$ cat src/rtl/phylsr_pkg.sv
// constants and carrier types for the lane state register bank
package phylsr_pkg;

  // ---------------------------------------------------------------
  // geometry and bus map
  // ---------------------------------------------------------------
  localparam int         LANES          = 4;
  localparam int         AW             = 8;
  localparam logic [7:0] LANE_STRIDE    = 8'h10;
  localparam logic [7:0] OFS_MARGIN     = 8'h00;
  localparam logic [7:0] OFS_STATUS     = 8'h04;
  localparam logic [7:0] OFS_CTRL       = 8'h08;
  localparam logic [7:0] OFS_IDLE_STAT  = 8'h40;
  localparam logic [7:0] OFS_IDLE_CTRL  = 8'h44;
  localparam logic [7:0] OFS_IDLE_CAP   = 8'h48;
  localparam logic [7:0] OFS_REM_IDLE   = 8'h4C;
  localparam logic [7:0] OFS_SD_STAT    = 8'h50;
  localparam logic [7:0] OFS_SD_CTRL    = 8'h54;

  // ---------------------------------------------------------------
  // codes and reset values
  // ---------------------------------------------------------------
  localparam logic [3:0]  PHY_STATE_IDLE = 4'h0;
  localparam logic [1:0]  SDM_FORCE_OFF  = 2'h2;
  localparam logic [1:0]  SDM_FORCE_ON   = 2'h3;
  localparam logic [1:0]  POL_FIX_NORM   = 2'h0;
  localparam logic [1:0]  POL_FIX_INV    = 2'h1;
  localparam logic [31:0] LANE_CTRL_RST  = 32'h0000_0018;
  localparam logic [31:0] MARGIN_RST     = 32'h0000_0000;
  localparam logic [15:0] IDLE_CTRL_RST  = 16'h0000;
  localparam logic [15:0] REM_IDLE_RST   = 16'h0000;
  localparam logic [15:0] SD_CTRL_RST    = 16'h08D4;

  // ---------------------------------------------------------------
  // field positions
  // ---------------------------------------------------------------
  localparam int MRG_CFG_BAD = 19;
  localparam int MRG_BER_LSB = 20;
  localparam int ST_BUILT_IN_LINK_SELF_TEST    = 8;
  localparam int ST_PRE      = 16;
  localparam int ST_POST     = 20;
  localparam int ST_SWING    = 24;
  localparam int ST_CHANGE   = 28;
  localparam int SDC_SEND    = 1;
  localparam int SDC_IDLE    = 3;
  localparam int SDC_TRANS   = 5;
  localparam int SDC_REPEAT  = 7;
  localparam int SDC_FREQ    = 9;
  localparam int SDC_SCRAM   = 11;

  // per-lane status from the receive logic
  typedef struct packed {
    logic       raw_detect;
    logic       polarity;
    logic       cdr_lock;
    logic       eq_done;
    logic       aligned;
    logic       train_err;
    logic       margin_bad;
    logic [3:0] margin_ber;
    logic [3:0] selftest_ber;
    logic [3:0] req_pre;
    logic [3:0] req_post;
    logic [3:0] req_swing;
    logic       req_change;
  } phylsr_lane_in_t;

  // per-lane settings to the receive logic
  typedef struct packed {
    logic [1:0] detect_mode;
    logic [1:0] polarity_mode;
    logic [4:0] peaking;
    logic       detected;
  } phylsr_lane_cfg_t;

  // signal detect state settings
  typedef struct packed {
    logic [1:0] send_timer;
    logic [1:0] idle_timer;
    logic [1:0] trans_timer;
    logic [1:0] repeat_count;
    logic [1:0] header_freq;
    logic       scrambler_reset;
    logic       force_detect;
  } phylsr_detect_cfg_t;

endpackage

$ cat src/rtl/phylsr_top.sv
// lane status, idle power-down and signal detect register bank on wishbone
//
// What this block does
// margin config status bit reads 1 when programmed offset unsupported
// margin result field reports 0 not run, 1-12 error ratio decades
// lane detect, polarity, lock, align, error bits read 0 when idle
// status bit 1 shows current receive polarity, 1 means reversed
// bit 2 shows clock recovery lock, bit 3 equalization completed
// bit 4 symbol alignment achieved, bit 5 training errors on lane
// self-test error ratio field shown when supported and enabled
// requested remote pre, post and swing cursor codes per lane
// bit 28 shows remote equalization change being requested
// detect control: 0 auto, 2 force none, 3 force detected
// polarity control: 0 normal, 1 inverted, 2 automatic default
// five bit peaking field in 1 dB steps, code 0 reserved
// full power down bit writable only over local sideband
// software clears power down before enabling; status shows mode
// capability reports power down exit latency code
// signal detect status is OR of all lane detect results
// signal detect error when detected but no width resolved
// signal detect reversal bit shows lane reversal detected
// writing 1 to write-only force bit forces signal detected
// send, idle and transition timers programmable with defaults
// header repeat count and header frequency programmable
// bit 11 selects scrambler reset by detect headers
// reserved status bits read zero, reserved control bits preserved
`timescale 1ns/1ps

module phylsr_top
  import phylsr_pkg::*;
#(
  parameter logic       FPD_SUPPORT = 1'b1,
  parameter logic [1:0] FPD_EXIT    = 2'h0,
  parameter logic [2:0] MRG_SUPPORT = 3'h0
)(
  // clock and reset
  input  wire logic                           clk_sys_in,
  input  wire logic                           resetn_in,
  // wishbone slave
  input  wire logic                           wb_cyc_in,
  input  wire logic                           wb_stb_in,
  input  wire logic                           wb_we_in,
  input  wire logic [AW-1:0]                  wb_adr_in,
  input  wire logic [3:0]                     wb_sel_in,
  input  wire logic [31:0]                    wb_dat_in,
  output logic      [31:0]                    wb_dat_out,
  output logic                                wb_ack_out,
  // access origin and link state
  input  wire logic                           sideband_in,
  input  wire logic [3:0]                     phy_state_in,
  input  wire logic                           selftest_en_in,
  input  wire logic                           sd_reached_in,
  input  wire logic                           sd_width_fail_in,
  input  wire logic                           sd_reversal_in,
  // lane receive logic
  input  wire phylsr_lane_in_t [LANES-1:0]    lane_in,
  output phylsr_lane_cfg_t     [LANES-1:0]    lane_cfg_out,
  // signal detect and power down settings
  output phylsr_detect_cfg_t                  detect_cfg_out,
  output logic                                power_down_out
);

  // ---------------------------------------------------------------
  // storage
  // ---------------------------------------------------------------
  logic [31:0] margin_q    [LANES];
  logic [31:0] ctrl_q      [LANES];
  logic [31:0] status_q    [LANES];
  logic [15:0] idle_ctrl_q;
  logic [15:0] rem_idle_q;
  logic [15:0] sd_ctrl_q;
  logic [15:0] sd_stat_q;
  logic [15:0] idle_stat_q;
  logic        ack_q;
  logic [31:0] rdata_q;
  logic [31:0] rdata_d;
  logic        force_q;
  logic        wr_go;
  logic        rd_go;
  logic        in_idle;
  logic        past_sd_q;
  logic [LANES-1:0] det_d;

  // byte-lane merge of a write into a stored word
  function automatic logic [31:0] merge(input logic [31:0] old, input logic [31:0] nw,
                                        input logic [3:0] sel);
    logic [31:0] r;
    r = old;
    for (int b = 0; b < 4; b++)
    begin
      if (sel[b])
      begin
        r[b*8 +: 8] = nw[b*8 +: 8];
      end
    end
    return r;
  endfunction

  // one access per request, ack drops the cycle after it is given
  assign wr_go   = wb_cyc_in && wb_stb_in && !ack_q && wb_we_in;
  assign rd_go   = wb_cyc_in && wb_stb_in && !ack_q && !wb_we_in;
  assign in_idle = (phy_state_in == PHY_STATE_IDLE);

  // ---------------------------------------------------------------
  // bus handshake
  // ---------------------------------------------------------------
  // single wait-state answer, ack the cycle after the request; unmapped addresses still ack with zero
  always_ff @(posedge clk_sys_in)
  begin
    if (!resetn_in)
    begin
      ack_q   <= 1'b0;
      rdata_q <= 32'h0000_0000;
    end
    else
    begin
      ack_q   <= wb_cyc_in && wb_stb_in && !ack_q;
      rdata_q <= rd_go ? rdata_d : 32'h0000_0000;
    end
  end

  assign wb_ack_out = ack_q;
  assign wb_dat_out = rdata_q;

  // ---------------------------------------------------------------
  // per-lane detect result after forcing
  // ---------------------------------------------------------------
  always_comb
  begin
    for (int i = 0; i < LANES; i++)
    begin
      // detect forcing modes
      case (ctrl_q[i][1:0])
        SDM_FORCE_OFF: det_d[i] = 1'b0;
        SDM_FORCE_ON:  det_d[i] = 1'b1;
        default:       det_d[i] = lane_in[i].raw_detect;
      endcase
      // force bit overrides
      if (force_q)
      begin
        det_d[i] = 1'b1;
      end
    end
  end

  // ---------------------------------------------------------------
  // per-lane registers
  // ---------------------------------------------------------------
  // control words keep every written bit, reserved ones included
  always_ff @(posedge clk_sys_in)
  begin
    for (int i = 0; i < LANES; i++)
    begin
      if (!resetn_in)
      begin
        margin_q[i] <= MARGIN_RST;
        ctrl_q[i]   <= LANE_CTRL_RST;
      end
      else if (wr_go && wb_adr_in == 8'(i * LANE_STRIDE + OFS_MARGIN))
      begin
        margin_q[i] <= merge(margin_q[i], wb_dat_in, wb_sel_in);
      end
      // reserved control preserved
      else if (wr_go && wb_adr_in == 8'(i * LANE_STRIDE + OFS_CTRL))
      begin
        ctrl_q[i] <= merge(ctrl_q[i], wb_dat_in, wb_sel_in);
      end
    end
  end

  // lane status snapshot, rebuilt every cycle from receive logic
  always_ff @(posedge clk_sys_in)
  begin
    for (int i = 0; i < LANES; i++)
    begin
      if (!resetn_in)
      begin
        status_q[i] <= 32'h0000_0000;
      end
      else
      begin
        status_q[i] <= 32'h0000_0000;
        // cleared while quiescent
        if (!in_idle)
        begin
          status_q[i][0] <= det_d[i];
          // polarity report
          case (ctrl_q[i][3:2])
            POL_FIX_NORM: status_q[i][1] <= 1'b0;
            POL_FIX_INV:  status_q[i][1] <= 1'b1;
            default:      status_q[i][1] <= lane_in[i].polarity;
          endcase
          // clock recovery lock
          status_q[i][2] <= lane_in[i].cdr_lock;
          // alignment and training errors
          status_q[i][4] <= lane_in[i].aligned;
          status_q[i][5] <= lane_in[i].train_err;
        end
        // equalization completed
        status_q[i][3] <= lane_in[i].eq_done;
        // self-test ratio when enabled
        if (selftest_en_in)
        begin
          status_q[i][ST_BUILT_IN_LINK_SELF_TEST +: 4] <= lane_in[i].selftest_ber;
        end
        // requested remote cursors
        status_q[i][ST_PRE +: 4]   <= lane_in[i].req_pre;
        status_q[i][ST_POST +: 4]  <= lane_in[i].req_post;
        status_q[i][ST_SWING +: 4] <= lane_in[i].req_swing;
        // remote change request
        status_q[i][ST_CHANGE]     <= lane_in[i].req_change;
      end
    end
  end

  // lane settings driven out from flops
  always_ff @(posedge clk_sys_in)
  begin
    for (int i = 0; i < LANES; i++)
    begin
      if (!resetn_in)
      begin
        lane_cfg_out[i] <= '0;
      end
      else
      begin
        lane_cfg_out[i].detect_mode   <= ctrl_q[i][1:0];
        // polarity selection
        lane_cfg_out[i].polarity_mode <= ctrl_q[i][3:2];
        // peaking in dB
        lane_cfg_out[i].peaking       <= ctrl_q[i][8:4];
        lane_cfg_out[i].detected      <= det_d[i];
      end
    end
  end

  // ---------------------------------------------------------------
  // idle power down
  // ---------------------------------------------------------------
  // in-band writes cannot reach bit 0, so the far end cannot park us
  always_ff @(posedge clk_sys_in)
  begin
    if (!resetn_in)
    begin
      idle_ctrl_q <= IDLE_CTRL_RST;
      rem_idle_q  <= REM_IDLE_RST;
    end
    else if (wr_go && wb_adr_in == OFS_IDLE_CTRL)
    begin
      idle_ctrl_q[15:1] <= 15'(merge({16'h0000, idle_ctrl_q}, wb_dat_in, wb_sel_in) >> 1);
      // sideband-only power down
      if (sideband_in && wb_sel_in[0])
      begin
        idle_ctrl_q[0] <= wb_dat_in[0];
      end
    end
    else if (wr_go && wb_adr_in == OFS_REM_IDLE)
    begin
      rem_idle_q <= 16'(merge({16'h0000, rem_idle_q}, wb_dat_in, wb_sel_in));
    end
  end

  // power down output follows the bit in any state; status reports it only while quiescent
  always_ff @(posedge clk_sys_in)
  begin
    if (!resetn_in)
    begin
      idle_stat_q    <= 16'h0000;
      power_down_out <= 1'b0;
    end
    else
    begin
      // mode in effect status
      idle_stat_q    <= {15'h0000, idle_ctrl_q[0] && FPD_SUPPORT && in_idle};
      power_down_out <= idle_ctrl_q[0] && FPD_SUPPORT;
    end
  end

  // ---------------------------------------------------------------
  // signal detect state
  // ---------------------------------------------------------------
  // force bit is write-only: a one-cycle pulse, never stored for reads
  always_ff @(posedge clk_sys_in)
  begin
    if (!resetn_in)
    begin
      sd_ctrl_q <= SD_CTRL_RST;
      force_q   <= 1'b0;
    end
    else
    begin
      // write-only force pulse
      force_q <= wr_go && wb_adr_in == OFS_SD_CTRL && wb_sel_in[0] && wb_dat_in[0];
      if (wr_go && wb_adr_in == OFS_SD_CTRL)
      begin
        // timer, header and scrambler fields
        sd_ctrl_q <= 16'(merge({16'h0000, sd_ctrl_q}, wb_dat_in, wb_sel_in)) & 16'hFFFE;
      end
    end
  end

  // error and reversal bits held at zero until training reaches the detect state
  always_ff @(posedge clk_sys_in)
  begin
    if (!resetn_in)
    begin
      sd_stat_q <= 16'h0000;
      past_sd_q <= 1'b0;
    end
    else
    begin
      past_sd_q <= sd_reached_in && !in_idle;
      sd_stat_q <= 16'h0000;
      // OR of lane results
      sd_stat_q[0] <= !in_idle && (|det_d);
      // unresolved width error
      sd_stat_q[1] <= past_sd_q && (|det_d) && sd_width_fail_in;
      // lane reversal report
      sd_stat_q[2] <= past_sd_q && sd_reversal_in;
    end
  end

  // detect settings out
  always_ff @(posedge clk_sys_in)
  begin
    if (!resetn_in)
    begin
      detect_cfg_out <= '0;
    end
    else
    begin
      detect_cfg_out.send_timer      <= sd_ctrl_q[SDC_SEND +: 2];
      detect_cfg_out.idle_timer      <= sd_ctrl_q[SDC_IDLE +: 2];
      detect_cfg_out.trans_timer     <= sd_ctrl_q[SDC_TRANS +: 2];
      detect_cfg_out.repeat_count    <= sd_ctrl_q[SDC_REPEAT +: 2];
      detect_cfg_out.header_freq     <= sd_ctrl_q[SDC_FREQ +: 2];
      // headers reset scrambler
      detect_cfg_out.scrambler_reset <= sd_ctrl_q[SDC_SCRAM];
      detect_cfg_out.force_detect    <= force_q;
    end
  end

  // ---------------------------------------------------------------
  // read decode
  // ---------------------------------------------------------------
  always_comb
  begin
    rdata_d = 32'h0000_0000;
    // unlisted bits read zero
    if (wb_adr_in == OFS_IDLE_STAT)
    begin
      rdata_d = {16'h0000, idle_stat_q};
    end
    else if (wb_adr_in == OFS_IDLE_CTRL)
    begin
      rdata_d = {16'h0000, idle_ctrl_q};
    end
    else if (wb_adr_in == OFS_IDLE_CAP)
    begin
      // exit latency code
      rdata_d = {29'h0000_0000, FPD_EXIT, FPD_SUPPORT};
    end
    else if (wb_adr_in == OFS_REM_IDLE)
    begin
      rdata_d = {16'h0000, rem_idle_q};
    end
    else if (wb_adr_in == OFS_SD_STAT)
    begin
      rdata_d = {16'h0000, sd_stat_q};
    end
    else if (wb_adr_in == OFS_SD_CTRL)
    begin
      rdata_d = {16'h0000, sd_ctrl_q};
    end
    else
    begin
      for (int i = 0; i < LANES; i++)
      begin
        if (wb_adr_in == 8'(i * LANE_STRIDE + OFS_MARGIN))
        begin
          rdata_d = {8'h00, lane_in[i].margin_ber, 1'b0, MRG_SUPPORT, margin_q[i][15:0]};
          // unsupported offset flag
          rdata_d[MRG_CFG_BAD] = lane_in[i].margin_bad;
          // margining result code
          rdata_d[MRG_BER_LSB +: 4] = lane_in[i].margin_ber;
        end
        else if (wb_adr_in == 8'(i * LANE_STRIDE + OFS_STATUS))
        begin
          rdata_d = status_q[i];
        end
        else if (wb_adr_in == 8'(i * LANE_STRIDE + OFS_CTRL))
        begin
          rdata_d = ctrl_q[i];
        end
      end
    end
  end

endmodule

$ cat config.mk
export PLATFORM = sky130hd
export DESIGN_NAME = phylsr_top
export DESIGN_NICKNAME = d
export VERILOG_FILES = /design/src/rtl/phylsr_pkg.sv /design/src/rtl/phylsr_top.sv
export SDC_FILE = /design/constraint.sdc
export NUM_CORES = 1
export LEC_CHECK = 0
export BUFFER_PORTS_ARGS = -buffer_cell sky130_fd_sc_hd__buf_4
export CAP_MARGIN = 20
export CORE_MARGIN = 8
export CORE_UTILIZATION = 52
export CTS_CLUSTER_DIAMETER = 120
export CTS_CLUSTER_SIZE = 40
export DETAILED_ROUTE_END_ITERATION = 16
export GPL_ROUTABILITY_DRIVEN = 0
export PLACE_DENSITY = 0.73
export SYNTH_ARGS = -nofsm -noshare
export SYNTH_HDL_FRONTEND = slang
export SYNTH_SLANG_ARGS = --single-unit
export TNS_END_PERCENT = 50
$ cat constraint.sdc
create_clock -name clk_sys_in -period 3.6 [get_ports clk_sys_in]
set_input_delay 0.72 -clock clk_sys_in [delete_from_list [all_inputs] [get_ports clk_sys_in]]
set_output_delay 0.72 -clock clk_sys_in [all_outputs]
set_load 0.05 [all_outputs]
==> results.json, run 1 <==
{
  "run_status": "finished, final reports clean",
  "cts_tree": "built",
  "cts_resized": 0,
  "synth_edf_count": 201,
  "cp-end-kind": "flip-flop",
  "max_slew_margin_pct": 42.2,
  "post_synth_num_cell_types": 74,
  "fmax_ghz": 0.363,
  "tightestPinTransition_ns": 0.867,
  "holdWs_ns": 0.377,
  "drt-initial-drc-count": 1547,
  "die_area_sq_um": 40900,
  "insertion_delay_ns": 0.54,
  "antenna_found_initial": 0,
  "placed_cells": 2302,
  "fin_cells": 2327,
  "dp_hpwl_microns": 41100,
  "portBuffers": 255,
  "finalMaxSlewViolations": 0,
  "p_per_area_nw_per_um2": 395,
  "synth_area_sq_um": 18000,
  "synth.area.top_cells": "edfxtp_1 34%, dfxtp_1 25%, and2_1 10%",
  "vias_per_cell": 5.97,
  "postSynth.asyncResetShare_pct": 0,
  "grt_pass1_wl_microns": 83200,
  "final_net_count": 2033,
  "gr-total-overflow": 0,
  "seqCellArea_sq_um": 10500,
  "utilization_pct": 60.8,
  "ir_worst_vdd_mv": 0.320,
  "drt-total-wl_microns": 55300,
  "yosys_warnings": 0,
  "p_clk_share_pct": 26.7,
  "drv_cap": 0,
  "yosys_register_bits": 423,
  "power_w": 0.00823,
  "required_ns": 4.01,
  "cp_data_arrival_time_ns": 3.17,
  "ys.flop_type": "dfxtp_1",
  "p_comb_share_pct": 9.4,
  "hold_class": "in -> reg",
  "critPathMaxFanout": 32,
  "htreeDepth": 1,
  "power_frac_seq_pct": 63.9,
  "synth_top_area_share_pct": 33.5,
  "grt_use_total_pct": 26.1,
  "final_hold_viol_count": 0,
  "critPathLaunchType": "input pin",
  "fillerInstances": 2876,
  "avgSynthCellArea_sq_um": 10.9,
  "drtPass1Iterations": 6,
  "intPower_w": 0.00628,
  "multi_input_area_sq_um": 6960,
  "die_h_microns": 202,
  "finClkSkew_ns": 0.0208,
  "area_delta_synth_final_pct": 15.8,
  "min_period_ns": 2.75,
  "cts_buffer_depth": 3,
  "drive_gt1_share_pct": 20.1,
  "synth_seq_area_share_pct": 58.2,
  "switching_share_pct": 23.8,
  "leakage_nw": 8.08,
  "die_w_microns": 202,
  "clkSinkCount": 423,
  "tns_ns": 0,
  "fp.coreArea_sq_um": 34300,
  "routedWlPerCell_microns": 23.8,
  "yosys.area.top_type": "edfxtp_1",
  "ctsHoldBuffers": 0,
  "critPathKind": "in -> reg",
  "drc": 0,
  "root_buffer": "clkbuf_16",
  "initial_core_util_pct": 52.5,
  "row_count": 68,
  "rsz0062_at_grt": "false",
  "setup_viol": 0,
  "grt_pass1_vias": 14100,
  "drtAntennaViolNets": 0,
  "grt_max_degree": 111,
  "numCtsBuffers": 14,
  "vias": 13900,
  "synth_cells": 1657,
  "clk_pin_slew_worst_paths_ns": 0.14,
  "post_cts_buffers": 0,
  "timing.final.crit_share_pct": 76.5,
  "ios": 256,
  "p_sw_w": 0.00196
}
-- placed cells by master, fill, tap and decap left out, drive strengths merged, types with 8 or more instances in the layout --
cell	count
buf	318
and2	290
dfxtp	222
edfxtp	201
o21ai	136
nand2	121
nor2	76
mux2i	64
a21oi	62
nor2b	34
and3	31
o22ai	28
a221oi	26
clkbuf	21
a21boi	20
a22oi	19
nand3	15
a211oi	14
nand2b	12
nor3	11
o2bb2ai	10
o211ai	10
o32ai	9
conb	9
nand4	8
-- power by group through the flow --
stage / Combinational [W] / Clock [W] / Sequential (W)
4_1_cts: 0.000769 / 0.00223 / 0.00525
6_report: 0.000775 / 0.00220 / 0.00526
3_3_place_gp: 0.000754 / 0 / 0.00536
3_5_place_dp: 0.000767 / 0 / 0.00536
5_1_grt: 0.000820 / 0.00240 / 0.00527
2_1_floorplan: 0.000331 / 0 / 0.00541
-- cell type report --
cell class / count / share of cell area, %
flip-flops and latches: 423 / 50.3
multi-input cells: 1101 / 33.4
repair buffers: 318 / 11.5
well taps: 455 / 2.73
clock buffers: 21 / 1.91
clock inverters: 3 / 0.120
inverters: 5 / 0.0900
diodes: 1 / 0.0120
-- worst paths after layout --
path,start,end,slack (ns),cells after the start
setup / recovery,wb_adr_in[4],wb_dat_out[10],0.85,6
hold / removal,lane_in[63],status_q[2][16],0.38,2
setup reg to reg,wb_ack_out,ctrl_q[0][24],0.94,5
hold reg to reg,sd_ctrl_q[15],sd_ctrl_q[15],0.46,2
-- cell families (layout without fill, tap and decap cells) --
kind of cell / Yosys count / after routing / synth area share, %
mux: 69 / 69 / 3.87
other cells: 1 / 10 / 0.0208
buf+inv: 141 / 347 / 3.45
compound gates: 386 / 386 / 13.8
simple gates: 635 / 635 / 20.5
xor+xnor: 2 / 2 / 0.0973
flops: 423 / 423 / 58.2
-- registers in the layout, indices dropped and copies added, names as in the netlist, 3 cells and up --
name	cells
ctrl_q	128
status_q	92
margin_q	64
lane_cfg_out	40
wb_dat_out	32
idle_ctrl_q	16
rem_idle_q	16
sd_ctrl_q	15
detect_cfg_out	12
sd_stat_q	3
-- worst max-delay path: stages --
cell       delay [ns]
buf_4            0.29
nand4bb_1        0.52
nor2_1           0.63
a32oi_1          0.10
a211oi_1         0.72
o22ai_1          0.18
-- synth_stat cells (all sizes together) (3+ instances only) --
| library cell | instances |
|---|---|
| o211ai | 10 |
| o221ai | 7 |
| nor4 | 3 |
| clkbuf | 94 |
| a32oi | 7 |
| o32ai | 9 |
| mux2 | 5 |
| o22a | 4 |
| o2bb2ai | 10 |
| or3 | 5 |
| nor3 | 11 |
| nor2b | 34 |
| edfxtp | 201 |
| or4b | 5 |
| a22oi | 19 |
| nand2 | 121 |
| a21boi | 20 |
| o22ai | 28 |
| a21oi | 62 |
| inv | 5 |
| nor4b | 7 |
| dfxtp | 222 |
| mux2i | 64 |
| o21ai | 136 |
| or2 | 4 |
| buf | 42 |
| and3 | 31 |
| a211oi | 14 |
| nand2b | 12 |
| o21a | 6 |
| nand3b | 4 |
| a221oi | 26 |
| nand4 | 8 |
| a31oi | 6 |
| nand3 | 15 |
| a221o | 6 |
| nor2 | 76 |
| a222oi | 4 |
| and2 | 290 |
-- layer usage --
metal | routed length, microns | global-route usage (%) | vias up
met2 | 26000 | 43.4 | 828
met1 | 20900 | 31.6 | 6586
met3 | 5130 | 5.09 | 187
met4 | 3280 | 14.2 | 0
met5 | 0 | 0 | -
li1 | - | - | 6289
-- stage by stage --
stage,cell area (sq um),setup slack (ns)
after floorplan,18000,0.807
after global routing,20900,0.671
final,20900,0.845
after detailed placement,20400,0.395
after global placement,20400,0.459
after CTS,20900,0.964
(Power assumes the default switching activity.)
==> run 2, diff against run 1 <==
Clock period 3.6 ns to 2.6 ns, I/O delays scaled along.
==> results.json, run 2 (same netlist as run 1, synthesis figures left out) <==
{
  "hold_class": "in -> reg",
  "root_buffer": "clkbuf_16",
  "ios": 256,
  "setup_viol": 0,
  "finalMaxSlewViolations": 0,
  "mostFrequentLayoutCells": "386 x buf_4, 290 x and2_1, 222 x dfxtp_1, 201 x edfxtp_1, 120 x nand2_1",
  "seqCellArea_sq_um": 10500,
  "ctsHoldBuffers": 0,
  "tightestPinTransition_ns": 0.713,
  "fmax_ghz": 0.427,
  "drt-initial-drc-count": 1557,
  "final_net_count": 2111,
  "layout_setup_ws_ns": 0.256,
  "cts_buffer_depth": 3,
  "vias_per_cell": 5.86,
  "cp_cell_sequence": "and3b_1 > nand2_1 > or2_2 > a21oi_1 > o21ai_0 > o32ai_1",
  "utilization_pct": 62.9,
  "drc": 0,
  "numCtsBuffers": 14,
  "dp_hpwl_microns": 42300,
  "top_regs": "ctrl_q (128), status_q (92), margin_q (64)",
  "slowest_stage": "a21oi_1",
  "insertion_delay_ns": 0.55,
  "cts_tree": "built",
  "fp.coreArea_sq_um": 34300,
  "regMostFlops": "ctrl_q",
  "critPathLaunchType": "flip-flop",
  "critical_path.max_stage_delay_ns": 0.52,
  "cp_top_family": "compound AO/OA/AOI/OAI gates",
  "row_count": 68,
  "leakage_nw": 8.52,
  "initial_core_util_pct": 52.5,
  "max_slew_margin_pct": 52.4,
  "diodes": 0,
  "die_h_microns": 202,
  "p_per_area_nw_per_um2": 534,
  "largest_reg_flops": 128,
  "critPathKind": "reg -> reg",
  "ir_worst_vdd_mv": 0.562,
  "pre_cts_ws_ns": -0.0427,
  "min_period_ns": 2.34,
  "htreeDepth": 1,
  "grt_pass1_wl_microns": 82500,
  "drive_gt1_share_pct": 23.2,
  "grt_max_degree": 170,
  "critPathBufInv": 0,
  "finClkSkew_ns": 0.0298,
  "die_w_microns": 202,
  "multi_input_area_sq_um": 6960,
  "vias": 14100,
  "critPathMaxFanout": 6,
  "drtPass1Iterations": 8,
  "routedWlPerCell_microns": 23.0,
  "final_common_cell": "buf_4",
  "final_hold_viol_count": 0,
  "gr-total-overflow": 0,
  "fillerInstances": 2847,
  "grt_use_total_pct": 26.0,
  "cts_resized": 0,
  "portBuffers": 255,
  "rsz0062_at_grt": "false",
  "drv_cap": 0,
  "antenna_found_initial": 0,
  "clk_pin_slew_worst_paths_ns": 0.14,
  "timing.final.crit_share_pct": 90.2,
  "run_status": "finished, final reports clean",
  "drtAntennaViolNets": 0,
  "post_cts_buffers": 0,
  "cp_data_arrival_time_ns": 2.74,
  "cp-end-kind": "flip-flop",
  "die_area_sq_um": 40900,
  "required_ns": 3.00,
  "clkSinkCount": 423,
  "grt_pass1_vias": 13900,
  "drt-total-wl_microns": 55400,
  "area_delta_synth_final_pct": 19.7
}
==> run 2: cell count changes in the layout (fill, tap and decap cells not counted) <==
cell,change
clkbuf_8,+1
diode_2,-1
clkinv_4,-2
buf_4,+69
buf_12,+9
inv_12,+1
clkbuf_1,+1
clkinvlp_4,-1
==> run 2: metrics by stage <==
stage / TNS, ns / cell area [sq um] / power, W / cells / hold WS [ns]
floorplan: 0 / 18000 / 0.00795 / 1665 / 0.434
global placement: -0.0952 / 21100 / 0.00853 / 2380 / 0.441
detailed placement: -0.0442 / 21100 / 0.00855 / 2380 / 0.448
CTS: 0 / 21600 / 0.0116 / 2404 / 0.150
global route: 0 / 21600 / 0.0118 / 2404 / 0.172
finish: 0 / 21600 / 0.0115 / 2404 / 0.163
==> run 2: worst paths after layout <==
kind	from	to	slack [ns]	cells past startpoint
setup / recovery	wb_ack_out	wb_dat_out[15]	0.26	6
hold / removal	lane_in[24]	status_q[0][3]	0.16	2
setup reg to reg	wb_ack_out	wb_dat_out[15]	0.26	6
hold reg to reg	sd_ctrl_q[13]	sd_ctrl_q[13]	0.46	2
==> run 2: routing by layer <==
metal	vias up	wire length, microns	track usage (%)
li1	6446	-	-
met1	6647	20900	31.9
met2	826	26200	43.6
met3	175	4970	4.18
met4	0	3340	14.1
met5	-	0	0
==> run 2: cell type report <==
class	count	area share [%]
clock buffers	23	1.93
well taps	455	2.64
inverters	5	0.0871
multi-input cells	1101	32.3
flip-flops and latches	423	48.6
clock inverters	1	0.0754
repair buffers	396	14.4
==> run 2: power by group <==
group          leakage, nW  internal [W]  switching, W  total [W]
clock                0.208       0.00114       0.00196    0.00310
combinational         4.48      0.000461      0.000675    0.00114
sequential            3.83       0.00718     0.0000989    0.00728
